[src/can_flags_consts.vh]
`ifndef CAN_FLAGS_CONSTS_VH
`define CAN_FLAGS_CONSTS_VH

// ----------------------------------------------------------------------
// Register map
// ----------------------------------------------------------------------
`define ADDR_W 16
`define REG_EVENT_FLAGS 16'h1050
`define REG_CONTROL 16'h1054
`define REG_STATUS 16'h1058
`define EVENT_FLAGS_RESET 32'h00000000

// ----------------------------------------------------------------------
// Flag bit positions
// ----------------------------------------------------------------------
`define BIT_RX_BUFFER_STORED 19
`define BIT_TIMEOUT 18
`define BIT_RAM_ACCESS_FAILURE 17
`define BIT_STAMP_WRAP 16
`define BIT_TX_EVENT_LOST 15
`define BIT_TX_EVENT_FULL 14
`define FLAGS_HI 19
`define FLAGS_LO 14

// ----------------------------------------------------------------------
// Control and status fields
// ----------------------------------------------------------------------
`define BIT_RESTRICTED_SELECT 0
`define STAMP_W 16
`define STAMP_MAX 16'hFFFF

`endif

[src/can_interrupt_flags_hi_mid.v]
`include "can_flags_consts.vh"
`timescale 1ns/10ps

module can_interrupt_flags_hi_mid (
    // Clock and reset
    input wire mclk,
    input wire rst_n,
    // Register port
    input wire [`ADDR_W-1:0] reg_addr,
    input wire [31:0] reg_wdata,
    input wire reg_wr,
    input wire reg_rd,
    output reg [31:0] reg_rdata,
    // Receive handler
    input wire rx_busy,
    input wire rx_store_done,
    input wire rx_is_dedicated,
    input wire rx_write_error,
    input wire next_arbitration,
    output wire rx_commit,
    output wire rx_abort,
    // Transmit handler
    input wire tx_fetch_late,
    output wire tx_abort,
    // Timeout and timestamp
    input wire timeout_event,
    input wire [`STAMP_W-1:0] stamp_value,
    // Transmit event FIFO
    input wire tx_event_write,
    input wire [5:0] tx_event_size,
    input wire [5:0] tx_event_fill,
    // Mode outputs
    output reg restricted_operation_select,
    output wire [5:0] flags_out
);

// ----------------------------------------------------------------------
// Event sources
// ----------------------------------------------------------------------

wire rx_buffer_stored;
wire wrap_pulse;

// Receive abort decision and the dedicated buffer store event.
rx_store_guard u_guard (
    .mclk(mclk),
    .rst_n(rst_n),
    .rx_busy(rx_busy),
    .rx_store_done(rx_store_done),
    .rx_is_dedicated(rx_is_dedicated),
    .rx_write_error(rx_write_error),
    .next_arbitration(next_arbitration),
    .rx_commit(rx_commit),
    .rx_abort(rx_abort),
    .rx_buffer_stored(rx_buffer_stored)
);

// Timestamp rollover detection.
stamp_wrap_detect u_wrap (
    .mclk(mclk),
    .rst_n(rst_n),
    .stamp_value(stamp_value),
    .wrap_pulse(wrap_pulse)
);

assign tx_abort = tx_fetch_late;

// Full level and loss of an event element.
wire fifo_full = (tx_event_size != 6'h00) && (tx_event_fill >= tx_event_size);
reg fifo_full_prev;
wire event_lost = tx_event_write && ((tx_event_size == 6'h00) || fifo_full);
wire full_rise = fifo_full && !fifo_full_prev;

// Collected set requests, bit 19 down to 14.
wire [5:0] set_vec;
assign set_vec[5] = rx_buffer_stored;
assign set_vec[4] = timeout_event;
assign set_vec[3] = rx_abort || tx_fetch_late;
assign set_vec[2] = wrap_pulse;
assign set_vec[1] = event_lost;
assign set_vec[0] = full_rise;

// ----------------------------------------------------------------------
// Registers
// ----------------------------------------------------------------------

reg [5:0] flags;
wire wr_flags = reg_wr && (reg_addr == `REG_EVENT_FLAGS);
wire wr_ctrl = reg_wr && (reg_addr == `REG_CONTROL);

// Sticky flags; writing one clears a bit.
always @(posedge mclk) begin
    if (!rst_n) begin
        flags <= 6'h00;
        fifo_full_prev <= 1'b0;
    end else begin
        fifo_full_prev <= fifo_full;
        if (wr_flags) begin
            flags <= (flags & ~reg_wdata[`FLAGS_HI:`FLAGS_LO]) | set_vec;
        end else begin
            flags <= flags | set_vec;
        end
    end
end

// Restricted operation select; hardware set wins over software clear.
always @(posedge mclk) begin
    if (!rst_n) begin
        restricted_operation_select <= 1'b0;
    end else if (tx_fetch_late) begin
        restricted_operation_select <= 1'b1;
    end else if (wr_ctrl) begin
        restricted_operation_select <= reg_wdata[`BIT_RESTRICTED_SELECT];
    end
end

assign flags_out = flags;

// Read data stands one cycle after the strobe; unmapped reads zero.
always @(posedge mclk) begin
    if (!rst_n) begin
        reg_rdata <= `EVENT_FLAGS_RESET;
    end else if (reg_rd) begin
        case (reg_addr)
            `REG_EVENT_FLAGS: reg_rdata <= {12'h000, flags, 14'h0000};
            `REG_CONTROL: reg_rdata <= {31'h00000000, restricted_operation_select};
            `REG_STATUS: reg_rdata <= {31'h00000000, fifo_full};
            default: reg_rdata <= 32'h00000000;
        endcase
    end else begin
        reg_rdata <= 32'h00000000;
    end
end

endmodule // can_interrupt_flags_hi_mid

[src/rx_store_guard.v]
`timescale 1ns/10ps
`include "can_flags_consts.vh"

// Decides whether a receive storage completes or is aborted.
module rx_store_guard (
    // Clock and reset
    input wire mclk,
    input wire rst_n,
    // Receive handler progress
    input wire rx_busy,
    input wire rx_store_done,
    input wire rx_is_dedicated,
    input wire rx_write_error,
    input wire next_arbitration,
    // Outcomes
    output wire rx_commit,
    output wire rx_abort,
    output wire rx_buffer_stored
);

reg active;

// Late means the next arbitration field arrived while still busy.
// Late work detection.
wire late = (active || rx_busy) && next_arbitration && !rx_store_done;

// Abort on late work or a failed RAM write.
assign rx_abort = late || (rx_busy && rx_write_error);
// A write failure or lateness blocks the commit.
// No commit on abort.
assign rx_commit = rx_store_done && !rx_abort;
assign rx_buffer_stored = rx_commit && rx_is_dedicated;

// Tracks an unfinished receive job; a new one starts if next_arbitration comes with the store or abort.
always @(posedge mclk) begin
    if (!rst_n) begin
        active <= 1'b0;
    end else if (rx_store_done || rx_abort) begin
        active <= next_arbitration;
    end else if (rx_busy || next_arbitration) begin
        active <= 1'b1;
    end
end

endmodule // rx_store_guard

[src/stamp_wrap_detect.v]
`timescale 1ns/10ps
`include "can_flags_consts.vh"

// Watches the timestamp counter and pulses when it rolls over to zero.
module stamp_wrap_detect (
    // Clock and reset
    input wire mclk,
    input wire rst_n,
    // Timestamp counter value
    input wire [`STAMP_W-1:0] stamp_value,
    // Rollover event
    output wire wrap_pulse
);

reg [`STAMP_W-1:0] stamp_prev;

// Previous counter value is held one cycle.
always @(posedge mclk) begin
    if (!rst_n) begin
        stamp_prev <= 16'h0000;
    end else begin
        stamp_prev <= stamp_value;
    end
end

// A step from maximum straight to zero is a wrap.
assign wrap_pulse = (stamp_prev == `STAMP_MAX) && (stamp_value == 16'h0000);

endmodule // stamp_wrap_detect
[config.mk]
export PLATFORM = sky130hd
export DESIGN_NAME = can_interrupt_flags_hi_mid
export DESIGN_NICKNAME = d
export VERILOG_FILES = /design/src/can_interrupt_flags_hi_mid.v /design/src/rx_store_guard.v /design/src/stamp_wrap_detect.v
export VERILOG_INCLUDE_DIRS = /design/src
export SDC_FILE = /design/constraint.sdc
export NUM_CORES = 1
export LEC_CHECK = 0
export ABC_AREA = 1
export BUFFER_PORTS_ARGS = -buffer_cell sky130_fd_sc_hd__buf_2
export CAP_MARGIN = 10
export CORE_UTILIZATION = 43
export CTS_CLUSTER_SIZE = 10
export DETAILED_ROUTE_END_ITERATION = 7
export PLACE_DENSITY = 0.94
export SYNTH_ARGS = -nofsm -noshare
export SYNTH_HDL_FRONTEND = slang
export SYNTH_SLANG_ARGS = --single-unit
export TNS_END_PERCENT = 20
[constraint.sdc]
create_clock -name mclk -period 2.3 [get_ports mclk]
set_clock_uncertainty 0.2 [all_clocks]
set_input_delay 0.115 -clock mclk [delete_from_list [all_inputs] [get_ports mclk]]
set_output_delay 0.115 -clock mclk [all_outputs]
set_load 0.03 [all_outputs]
=== Word level (Yosys, flattened, before mapping) ===
Index checks and enable logic that the tools add are counted.

* Logic and storage cells: 47
* Output and inout bits: 42
* Bits in registers: 57
* Input bits: 88

* Mux-type cells: 6
* Reductions and logical operators: 26
* Magnitude comparators: 1
* Bitwise gates (word level): 4
* Eq/ne operators: 4

{| class="wikitable"
|+ Operators by type and width
! cell !! number
|-
| $pmux W20 S3 || 1
|-
| $eq A16 B13 Y1 const B || 3
|-
| $eq A16 B16 Y1 const B || 1
|-
| $logic_not A16 Y1 || 1
|-
| $or A6 B6 Y6 || 2
|-
| $logic_and A1 B1 Y1 || 11
|-
| $and A6 B6 Y6 || 1
|-
| $ge A6 B6 Y1 || 1
|-
| $logic_not A6 Y1 || 1
|-
| $logic_or A1 B1 Y1 || 6
|-
| $mux W6 || 1
|-
| $not A6 Y6 || 1
|-
| $reduce_bool A6 Y1 || 1
|-
| $mux W1 || 4
|-
| $reduce_bool A2 Y1 || 2
|-
| $logic_not A1 Y1 || 3
|-
| $reduce_and A2 Y1 || 1
|}

=== Depth between registers and ports, before layout ===
Gate-level depths: netlist (run 1).

* Word-level depth: 9
* Gate-level depth with buffers: 9
* Mapped depth without buffers: 9

=== Cells and area by module ===
Synthesis (run 1) repeated with hierarchy kept, for this count alone.

* Cell total of the unflattened synthesis: 239
* Area, all modules: 1759.2 um^2

{| class="wikitable"
|+ By module, submodules not included
! module !! area an instance (um^2) !! instances !! cells an instance !! sequential area each (um^2)
|-
| can_interrupt_flags_hi_mid || 1079.8 || 1 || 139 || 300.3
|-
| stamp_wrap_detect || 590.6 || 1 || 85 || 320.3
|-
| rx_store_guard || 88.8 || 1 || 15 || 20.0
|}

=== Least setup slack after synthesis (run 1) ===
OpenSTA, ideal clock, no wires.

* Path kind: reg-to-reg
* From: register u_guard.active
* To: register flags[5], in the netlist flags_out[5]
* Cell stages (with the launch flop): 6
* Period minus slack after synthesis: 1.703 ns
* Library setup time: 0.123 ns
* Path slack: 0.597 ns
* Data arrival time: 1.380 ns
* Buffers on the path: 0
* Path through: dfxtp_1 -> o21ai_1 -> o21ai_1 -> nor2_1 -> nand2_1 -> a21oi_1

* Cells in the longest elaborated chain, start to end: 9
* Elaborated cells on any way between the ends: 10
* Classes of those cells: mux (1); bitwise (2); reduce/logical (7)

{| class="wikitable"
|+ RTL lines
! element !! RTL line !! source
|-
| start: declaration || rx_store_guard.v:21 || <nowiki>reg active;</nowiki>
|-
| start signal: assignment || rx_store_guard.v:39 || <nowiki>active <= next_arbitration;</nowiki>
|-
| $logic_or A1 B1 Y1 (*) || rx_store_guard.v:25 || <nowiki>wire late = (active || rx_busy) && next_arbitration && !rx_store_done;</nowiki>
|-
| $logic_and A1 B1 Y1 (*) (2 in series) || rx_store_guard.v:25 ||
|-
| $logic_or A1 B1 Y1 (*) || rx_store_guard.v:28 || <nowiki>assign rx_abort = late || (rx_busy && rx_write_error);</nowiki>
|-
| named net rx_abort || can_interrupt_flags_hi_mid.v:21 || <nowiki>output wire rx_abort,</nowiki>
|-
| $logic_not A1 Y1 (*) || rx_store_guard.v:31 || <nowiki>assign rx_commit = rx_store_done && !rx_abort;</nowiki>
|-
| $logic_and A1 B1 Y1 (*) || rx_store_guard.v:31 ||
|-
| named net rx_commit || can_interrupt_flags_hi_mid.v:20 || <nowiki>output wire rx_commit,</nowiki>
|-
| $logic_and A1 B1 Y1 (*) || rx_store_guard.v:32 || <nowiki>assign rx_buffer_stored = rx_commit && rx_is_dedicated;</nowiki>
|-
| $or A6 B6 Y6 (on tied branches) || can_interrupt_flags_hi_mid.v:101, can_interrupt_flags_hi_mid.v:99 ||
|-
| $mux W6 (*) || can_interrupt_flags_hi_mid.v:98 || <nowiki>if (wr_flags) begin</nowiki>
|-
| end signal: assignment || can_interrupt_flags_hi_mid.v:99 || <nowiki>flags <= (flags & ~reg_wdata[`FLAGS_HI:`FLAGS_LO]) | set_vec;</nowiki>
|-
| end signal: assignment || can_interrupt_flags_hi_mid.v:101 || <nowiki>flags <= flags | set_vec;</nowiki>
|-
| end: declaration || can_interrupt_flags_hi_mid.v:87 || <nowiki>reg [5:0] flags;</nowiki>
|}

The timed path passes the listed nets; every way through them passes the cells marked *.
A chain may end at the register's enable or synchronous reset.

=== Final worst setup path (run 1) ===
* From: input port next_arbitration
* To: register flags[5], in the netlist flags_out[5]

* Cells in the longest elaborated chain, start to end: 8
* Elaborated cells on any way between the ends: 9
* Classes of those cells: mux (1); bitwise (2); reduce/logical (6)

{| class="wikitable"
|+ RTL lines
! element !! RTL line !! source
|-
| start: declaration || can_interrupt_flags_hi_mid.v:19 || <nowiki>input wire next_arbitration,</nowiki>
|-
| $logic_and A1 B1 Y1 (*) (2 in series) || rx_store_guard.v:25 ||
|-
| $logic_or A1 B1 Y1 (*) || rx_store_guard.v:28 ||
|-
| $logic_not A1 Y1 (*) || rx_store_guard.v:31 ||
|-
| $logic_and A1 B1 Y1 (*) || rx_store_guard.v:31 ||
|-
| $logic_and A1 B1 Y1 (*) || rx_store_guard.v:32 ||
|-
| $or A6 B6 Y6 (on tied branches) || can_interrupt_flags_hi_mid.v:101, can_interrupt_flags_hi_mid.v:99 ||
|-
| $mux W6 (*) || can_interrupt_flags_hi_mid.v:98 ||
|}

Mark *: on every way between the ends. The rest lies on a longest branch, timed or not.

==> out/results.ini, run 1 <==
[cells_and_area]
nFillCells = 305
drive_gt1_frac = 0.3343
final_cell_count_no_fill = 383
syn_to_final_growth_pct = 45.07
fin_nets = 428
multi_input_area_um2 = 807.0
regArea_um2 = 640.6
diodes = 0

[grt]
grt_overflow = 0
grt_pass1_wl_um = 7348
grt_use_met1 = 0.2196
met2_usage = 0.4479
use_met3 = 0.07218
grt_max_degree = 21
antenna_found_initial = 0
gr-max-usage-layer = met2
first_global_vias = 1780
globalRouteTotalUtil = 0.2336

[clocking]
htreeDepth = 2
clock_latency_ns = 0.28
cts_resized = 0
clockBufferDepth = 2
cts_num_sinks = 32
cts_tree = yes
cts_root_buf = clkbuf_8
numCtsBuffers = 5
clk_pin_slew_ns = 0.07
post_cts_buffers = 0

[die]
num_rows = 22
start_util = 0.4579
die_w_um = 64.91
die_area_mm2 = 0.004213
die_h_um = 64.91
core_mm2 = 0.003716
ios = 130

[flow_run]
max_cap_viol_count = 0

[pwr]
irDropWorstVdd_uv = 427.4
powerDensity_mw_per_mm2 = 598.1
p_leak_nw = 1.396

[synth]
syn_inst = 222
synth_most_common_cell = nand2_1
synth_cell_types = 26
synth-seq-area-share = 0.3765
synth_commonest_cells = nand2_1 (44), inv_1 (35), dfxtp_1 (32), buf_4 (26), nor2_1 (21)
ys_seq_elements = 32
avgSynthCellArea_um2 = 7.665
synth-edff-count = 0
yosys.area.top_type = dfxtp_1
synth_area_mm2 = 0.001702
ys_async_sr_fraction = 0
yosysWarnings = 0
synthTopCellsByArea = dfxtp_1 (38%), buf_4 (11%), nand2_1 (9.7%), inv_1 (7.7%), nor2_1 (4.6%)
synth-main-ff-cell = dfxtp_1
synth_top_area_share = 0.3765

[routing]
vias = 1752
dr.pass1.iters = 4
drtIter0Drc = 84
ant_nets = 0
viasPerCell = 4.574
drc = 0
drt-total-wl_um = 4626
wl_per_cell_um = 12.08

[critical_path]
crit_path_start_kind = input port
endpoint_kind = register
cp_max_fo = 3
cp_data_arrival_time_ns = 1.87
worstSetupPathType = input port to register
required_ns = 2.31

[outcome]
outcome = finished clean

[placement]
dp_cells = 345
gp_congestion = 0.7849
dp_hpwl_um = 2832
place.port_buffers = 79
place_ws_ns = 0.8812

[sta]
fmax_mhz = 535.9
hold_viol = 0
tns_ns = 0
worst_slack_ns = 0.4341
period_minus_slack_ns = 1.866
setup_violations = 0
grt_setup_unrepaired = no
drv_slew = 0
fin_crit_sh = 0.8113

[worst_hold_path]
hp-class = input port to register

==> state kept, by name, indices dropped and copies added (netlist names) <==
register	cells
u_wrap.stamp_prev	16
reg_rdata	7
flags_out	6
fifo_full_prev	1
restricted_operation_select	1
u_guard.active	1
==> worst paths after layout <==
check	from	endpoint	slack (ns)	cells after the start
setup reg to reg	u_guard.active	flags_out[5]	0.48	6
setup / recovery	next_arbitration	flags_out[5]	0.43	8
hold reg to reg	fifo_full_prev	flags_out[0]	0.23	1
hold / removal	rst_n	u_wrap.stamp_prev[7]	0.03	3
==> metal layers <==
| layer | share of wire | wire length (um) |
|---|---|---|
| met5 | 0 | 0 |
| met1 | 0.36 | 1677 |
| met4 | 0.033 | 153 |
| met3 | 0.057 | 263 |
| met2 | 0.55 | 2532 |
==> placed cells by master (no fill, tap or decap), drive strengths merged <==
cell type    instances
buf                 79
nand2               48
inv                 37
dfxtp               32
dlygate4sd3         30
nor2                27
conb                25
nand3               10
nand4                9
a21oi                9
clkbuf               7
nor3b                6
ha                   6
o21ai                4
nor3                 2
a21o                 1
or2                  1
and2                 1
bufinv               1
==> critical path, stage by stage <==
cell and delay (ns):
dlygate4sd3_1 0.53, buf_2 0.12, inv_1 0.06, o21ai_1 0.10, nor2_1 0.16, nand2_1 0.08, dlygate4sd3_1 0.56, a21oi_1 0.15
==> power by group <==
group          switching [mW]  leakage (nW)  internal, mW
logic                   0.180          1.07         0.117
clock network           0.202        0.0645         0.382
registers              0.0129         0.264         0.582
total                   0.395          1.40          1.08
==> repair_timing <==
item | in CTS | in global routing
hold buffers | 30 | 0
setup endpoints to repair | 0 | 0
endpoints found under the hold margin | 24 | 0
==> cell families after synthesis <==
logic type	after synthesis	synth area share
buf+inv	65	0.2022
simple gates	104	0.3279
compound gates	14	0.04706
fa+ha+maj	6	0.04412
other cells	1	0.002204
flops	32	0.3765
==> area by class of cell <==
type,instances,area share
inverters,37,0.05626
repair buffers,109,0.2818
well taps,48,0.02433
flip-flops and latches,32,0.2595
clock buffers,7,0.03903
multi-input cells,149,0.3269
clock inverters,1,0.01216
==> stage by stage <==
| stage | total power [mW] | area, um^2 | util | hold slack (ns) |
|---|---|---|---|---|
| 3_5_place_dp | 0.8502 | 2042 | 0.5495 | 0.1106 |
| 3_3_place_gp | 0.8422 | 2042 | 0.5495 | 0.1102 |
| 4_1_cts | 1.461 | 2469 | 0.6643 | 0.02378 |
| 6_report | 1.476 | 2469 | 0.6643 | 0.02970 |
| 5_1_grt | 1.535 | 2469 | 0.6643 | 0.04415 |
| 2_1_floorplan | 0.7958 | 1792 | - | 0.008453 |
Power figures use the tool's default switching activity.
==> inputs of run 2 (changes only) <==
- ABC_AREA: 1 -> 0
- CORE_UTILIZATION: 43 -> 34
- PLACE_DENSITY: 0.94 -> 0.84
- clock period: 2.3 -> 1.65 ns (I/O delays scaled with it)
==> run 2 against run 1 <==
Effect of this change:
- routed wire length down 18%
- worst setup slack worse by 0.42 ns
- cell area down 5.6%
- combinational power up 30%
- sequential power up 39%
- synthesized area down 13%
- flip-flop and latch count unchanged
- largest power group unchanged
- highest routed layer unchanged
==> out/results.ini, run 2 <==
[synth]
ys_async_sr_fraction = 0  ; unchanged
yosys.area.top_type = dfxtp_1
synth_top_area_share = 0.4313  ; +0.05487
syn_inst = 162  ; -27%
synth_commonest_cells = dfxtp_1 (32), buf_4 (26), and2_1 (22), nand2_1 (11), inv_1 (9)
synth-seq-area-share = 0.4313  ; +0.05487
synthTopCellsByArea = dfxtp_1 (43%), buf_4 (13%), and2_1 (9.3%), ha_1 (5.1%), nand4_1 (2.9%)
synth_area_mm2 = 0.001485  ; -13%
yosysWarnings = 0  ; unchanged
synth_most_common_cell = dfxtp_1
synth_cell_types = 36  ; +38%
avgSynthCellArea_um2 = 9.168  ; +20%
synth-edff-count = 0  ; unchanged
ys_seq_elements = 32  ; unchanged
synth-main-ff-cell = dfxtp_1

[clocking]
clock_latency_ns = 0.28  ; about the same
cts_num_sinks = 32  ; unchanged
cts_tree = yes
clockBufferDepth = 2  ; unchanged
cts_root_buf = clkbuf_8
clk_pin_slew_ns = 0.06  ; about the same
htreeDepth = 2  ; unchanged
numCtsBuffers = 5  ; unchanged

[sta]
setup_violations = 0  ; unchanged
fin_crit_sh = 0.9925
grt_setup_unrepaired = yes
period_minus_slack_ns = 1.638
hold_viol = 0  ; unchanged
hold_ws_ns = 0.008360  ; -0.02134 ns
fmax_mhz = 610.7
drv_slew = 0  ; unchanged
worst_slack_ns = 0.01245  ; -0.4217 ns
tns_ns = 0  ; unchanged

[routing]
viasPerCell = 4.458  ; -2.6%
drtIter0Drc = 37  ; -56%
drt-total-wl_um = 3785  ; -18%
drc = 0  ; unchanged
wl_per_cell_um = 11.47  ; -5.0%
ant_nets = 0  ; unchanged
vias = 1471  ; -16%
dr.pass1.iters = 6  ; +2

[cells_and_area]
drive_gt1_frac = 0.3571  ; +0.02281
post-route-util = 0.5701  ; -0.09419
fin_nets = 373  ; -13%
regMostFlops = u_wrap.stamp_prev
layout_common_cells = buf_2 (78), dlygate4sd3_1 (33), dfxtp_1 (32)
largest_register_ffs = 16  ; unchanged
nFillCells = 372  ; +22%
design_area_mm2 = 0.002330  ; -5.6%
diodes = 0  ; unchanged
final_common_cell = buf_2
syn_to_final_growth_pct = 56.87
final_cell_count_no_fill = 330  ; -14%

[placement]
dp_hpwl_um = 2636  ; -6.9%
place.port_buffers = 79  ; unchanged
dp_cells = 290  ; -16%
placed_area_mm2 = 0.001857  ; -9.1%
place_ws_ns = -0.1192  ; -1.000 ns
gp_congestion = 0.7684  ; -2.1%

[critical_path]
cp_max_fo = 2  ; -1
rr_worst_depth = 5  ; -1
worstSetupPathType = input port to register
crit_path_start_kind = input port
required_ns = 1.64  ; -0.67 ns
cp_top_family = buffers and inverters
crit_chain = buf_2, nor4_2, nand4_1, dlygate4sd3_1, buf_4, a211oi_1
ff2ff_setup_slack_ns = 0.13  ; -0.35 ns
slowest_delay_ns = 0.60  ; +0.04 ns
reg2reg_to = flags_out[2]
crit-reg2reg-launch = u_wrap.stamp_prev[5]
crit_slowest_cell = dlygate4sd3_1
cp_num_buf_inv = 3  ; -1
cp_data_arrival_time_ns = 1.63  ; -0.24 ns
endpoint_kind = register

[flow_run]
max_cap_viol_count = 0  ; unchanged

[grt]
globalRouteTotalUtil = 0.1723  ; -0.06131
grt_pass1_wl_um = 5713  ; -22%
grt_overflow = 0  ; unchanged
antenna_found_initial = 0  ; unchanged
first_global_vias = 1401  ; -21%
grt_max_degree = 30  ; +43%

[outcome]
outcome = finished clean

[pwr]
total_power_mw = 1.930  ; +31%
irDropWorstVdd_uv = 297.6  ; -30%
powerDensity_mw_per_mm2 = 828.6  ; +39%
p_leak_nw = 1.149  ; -18%

[worst_hold_path]
hold_depth = 4  ; +1
min_to = flags_out[3]
hp-class = input port to register
min-delay-start = rx_write_error

[die]
num_rows = 23  ; +4.5%
ios = 130  ; unchanged
die_h_um = 68.09  ; +4.9%
core_mm2 = 0.004086  ; +10%
die_w_um = 68.09  ; +4.9%
start_util = 0.3634  ; -0.09447
die_area_mm2 = 0.004636  ; +10%

run 2: cell count changes after synthesis, moves of 3 or more:
cell      delta
nor2_2       -3
o21ai_1      -4
clkbuf_1     +3
nor4_1       +6
nand3_1      -7
and2_1      +22
nor3b_2      -6
nor2_1      -16
nand2_1     -33
inv_1       -26
run 2: final cells by class:
class	count	area (um^2)	share of cell area
repair buffers	115	750.7	0.3222
inverters	9	33.78	0.01450
flip-flops and latches	32	640.6	0.2750
multi-input cells	116	734.5	0.3153
clock buffers	6	72.57	0.03115
well taps	50	62.56	0.02685
clock inverters	2	35.03	0.01504
run 2: power by group:
group	leakage, nW	switching (mW)	internal (mW)
registers	0.265	0.0157	0.812
logic	0.829	0.216	0.172
clock network	0.0552	0.268	0.447
run 2: worst max path at each step:
stage	depth (start not counted)	from	end
2_1_floorplan	5	reg_addr[13]	restricted_operation_select
3_3_place_gp	6	reg_addr[13]	restricted_operation_select
3_5_place_dp	6	reg_addr[13]	restricted_operation_select
4_1_cts	6	reg_addr[13]	reg_rdata[0]
5_1_grt	6	reg_addr[9]	reg_rdata[0]
6_report	6	reg_addr[9]	reg_rdata[0]
run 2: worst register-to-register path, stage by stage, from the launching register on:
cell	delay, ns
dfxtp_1	0.31
nand4_1	0.13
nor4_2	0.31
nand4_1	0.15
nor4_2	0.25
a31o_1	0.12
run 2: cells by family (layout without fill, tap and decap cells):
family,count (synthesis),in the layout,synth area share
other cells,1,25,0.002525
fa+ha+maj,6,6,0.05055
mux,1,1,0.007582
buf+inv,38,132,0.1618
flops,32,32,0.4313
simple gates,66,66,0.2637
compound gates,18,18,0.08257
run 2: timing repair:
action,in CTS,in global routing
setup endpoints to repair,0,2
buffers inserted,0,0
hold buffers,33,0
endpoints found under the hold margin,25,0
resized for setup,0,6
run 2: per-layer routing:
metal / wire length, um / track usage
met3: 171 / 0.05500
met5: 0 / 0
met1: 1504 / 0.1602
met2: 1996 / 0.3199
met4: 112 / 0.1094
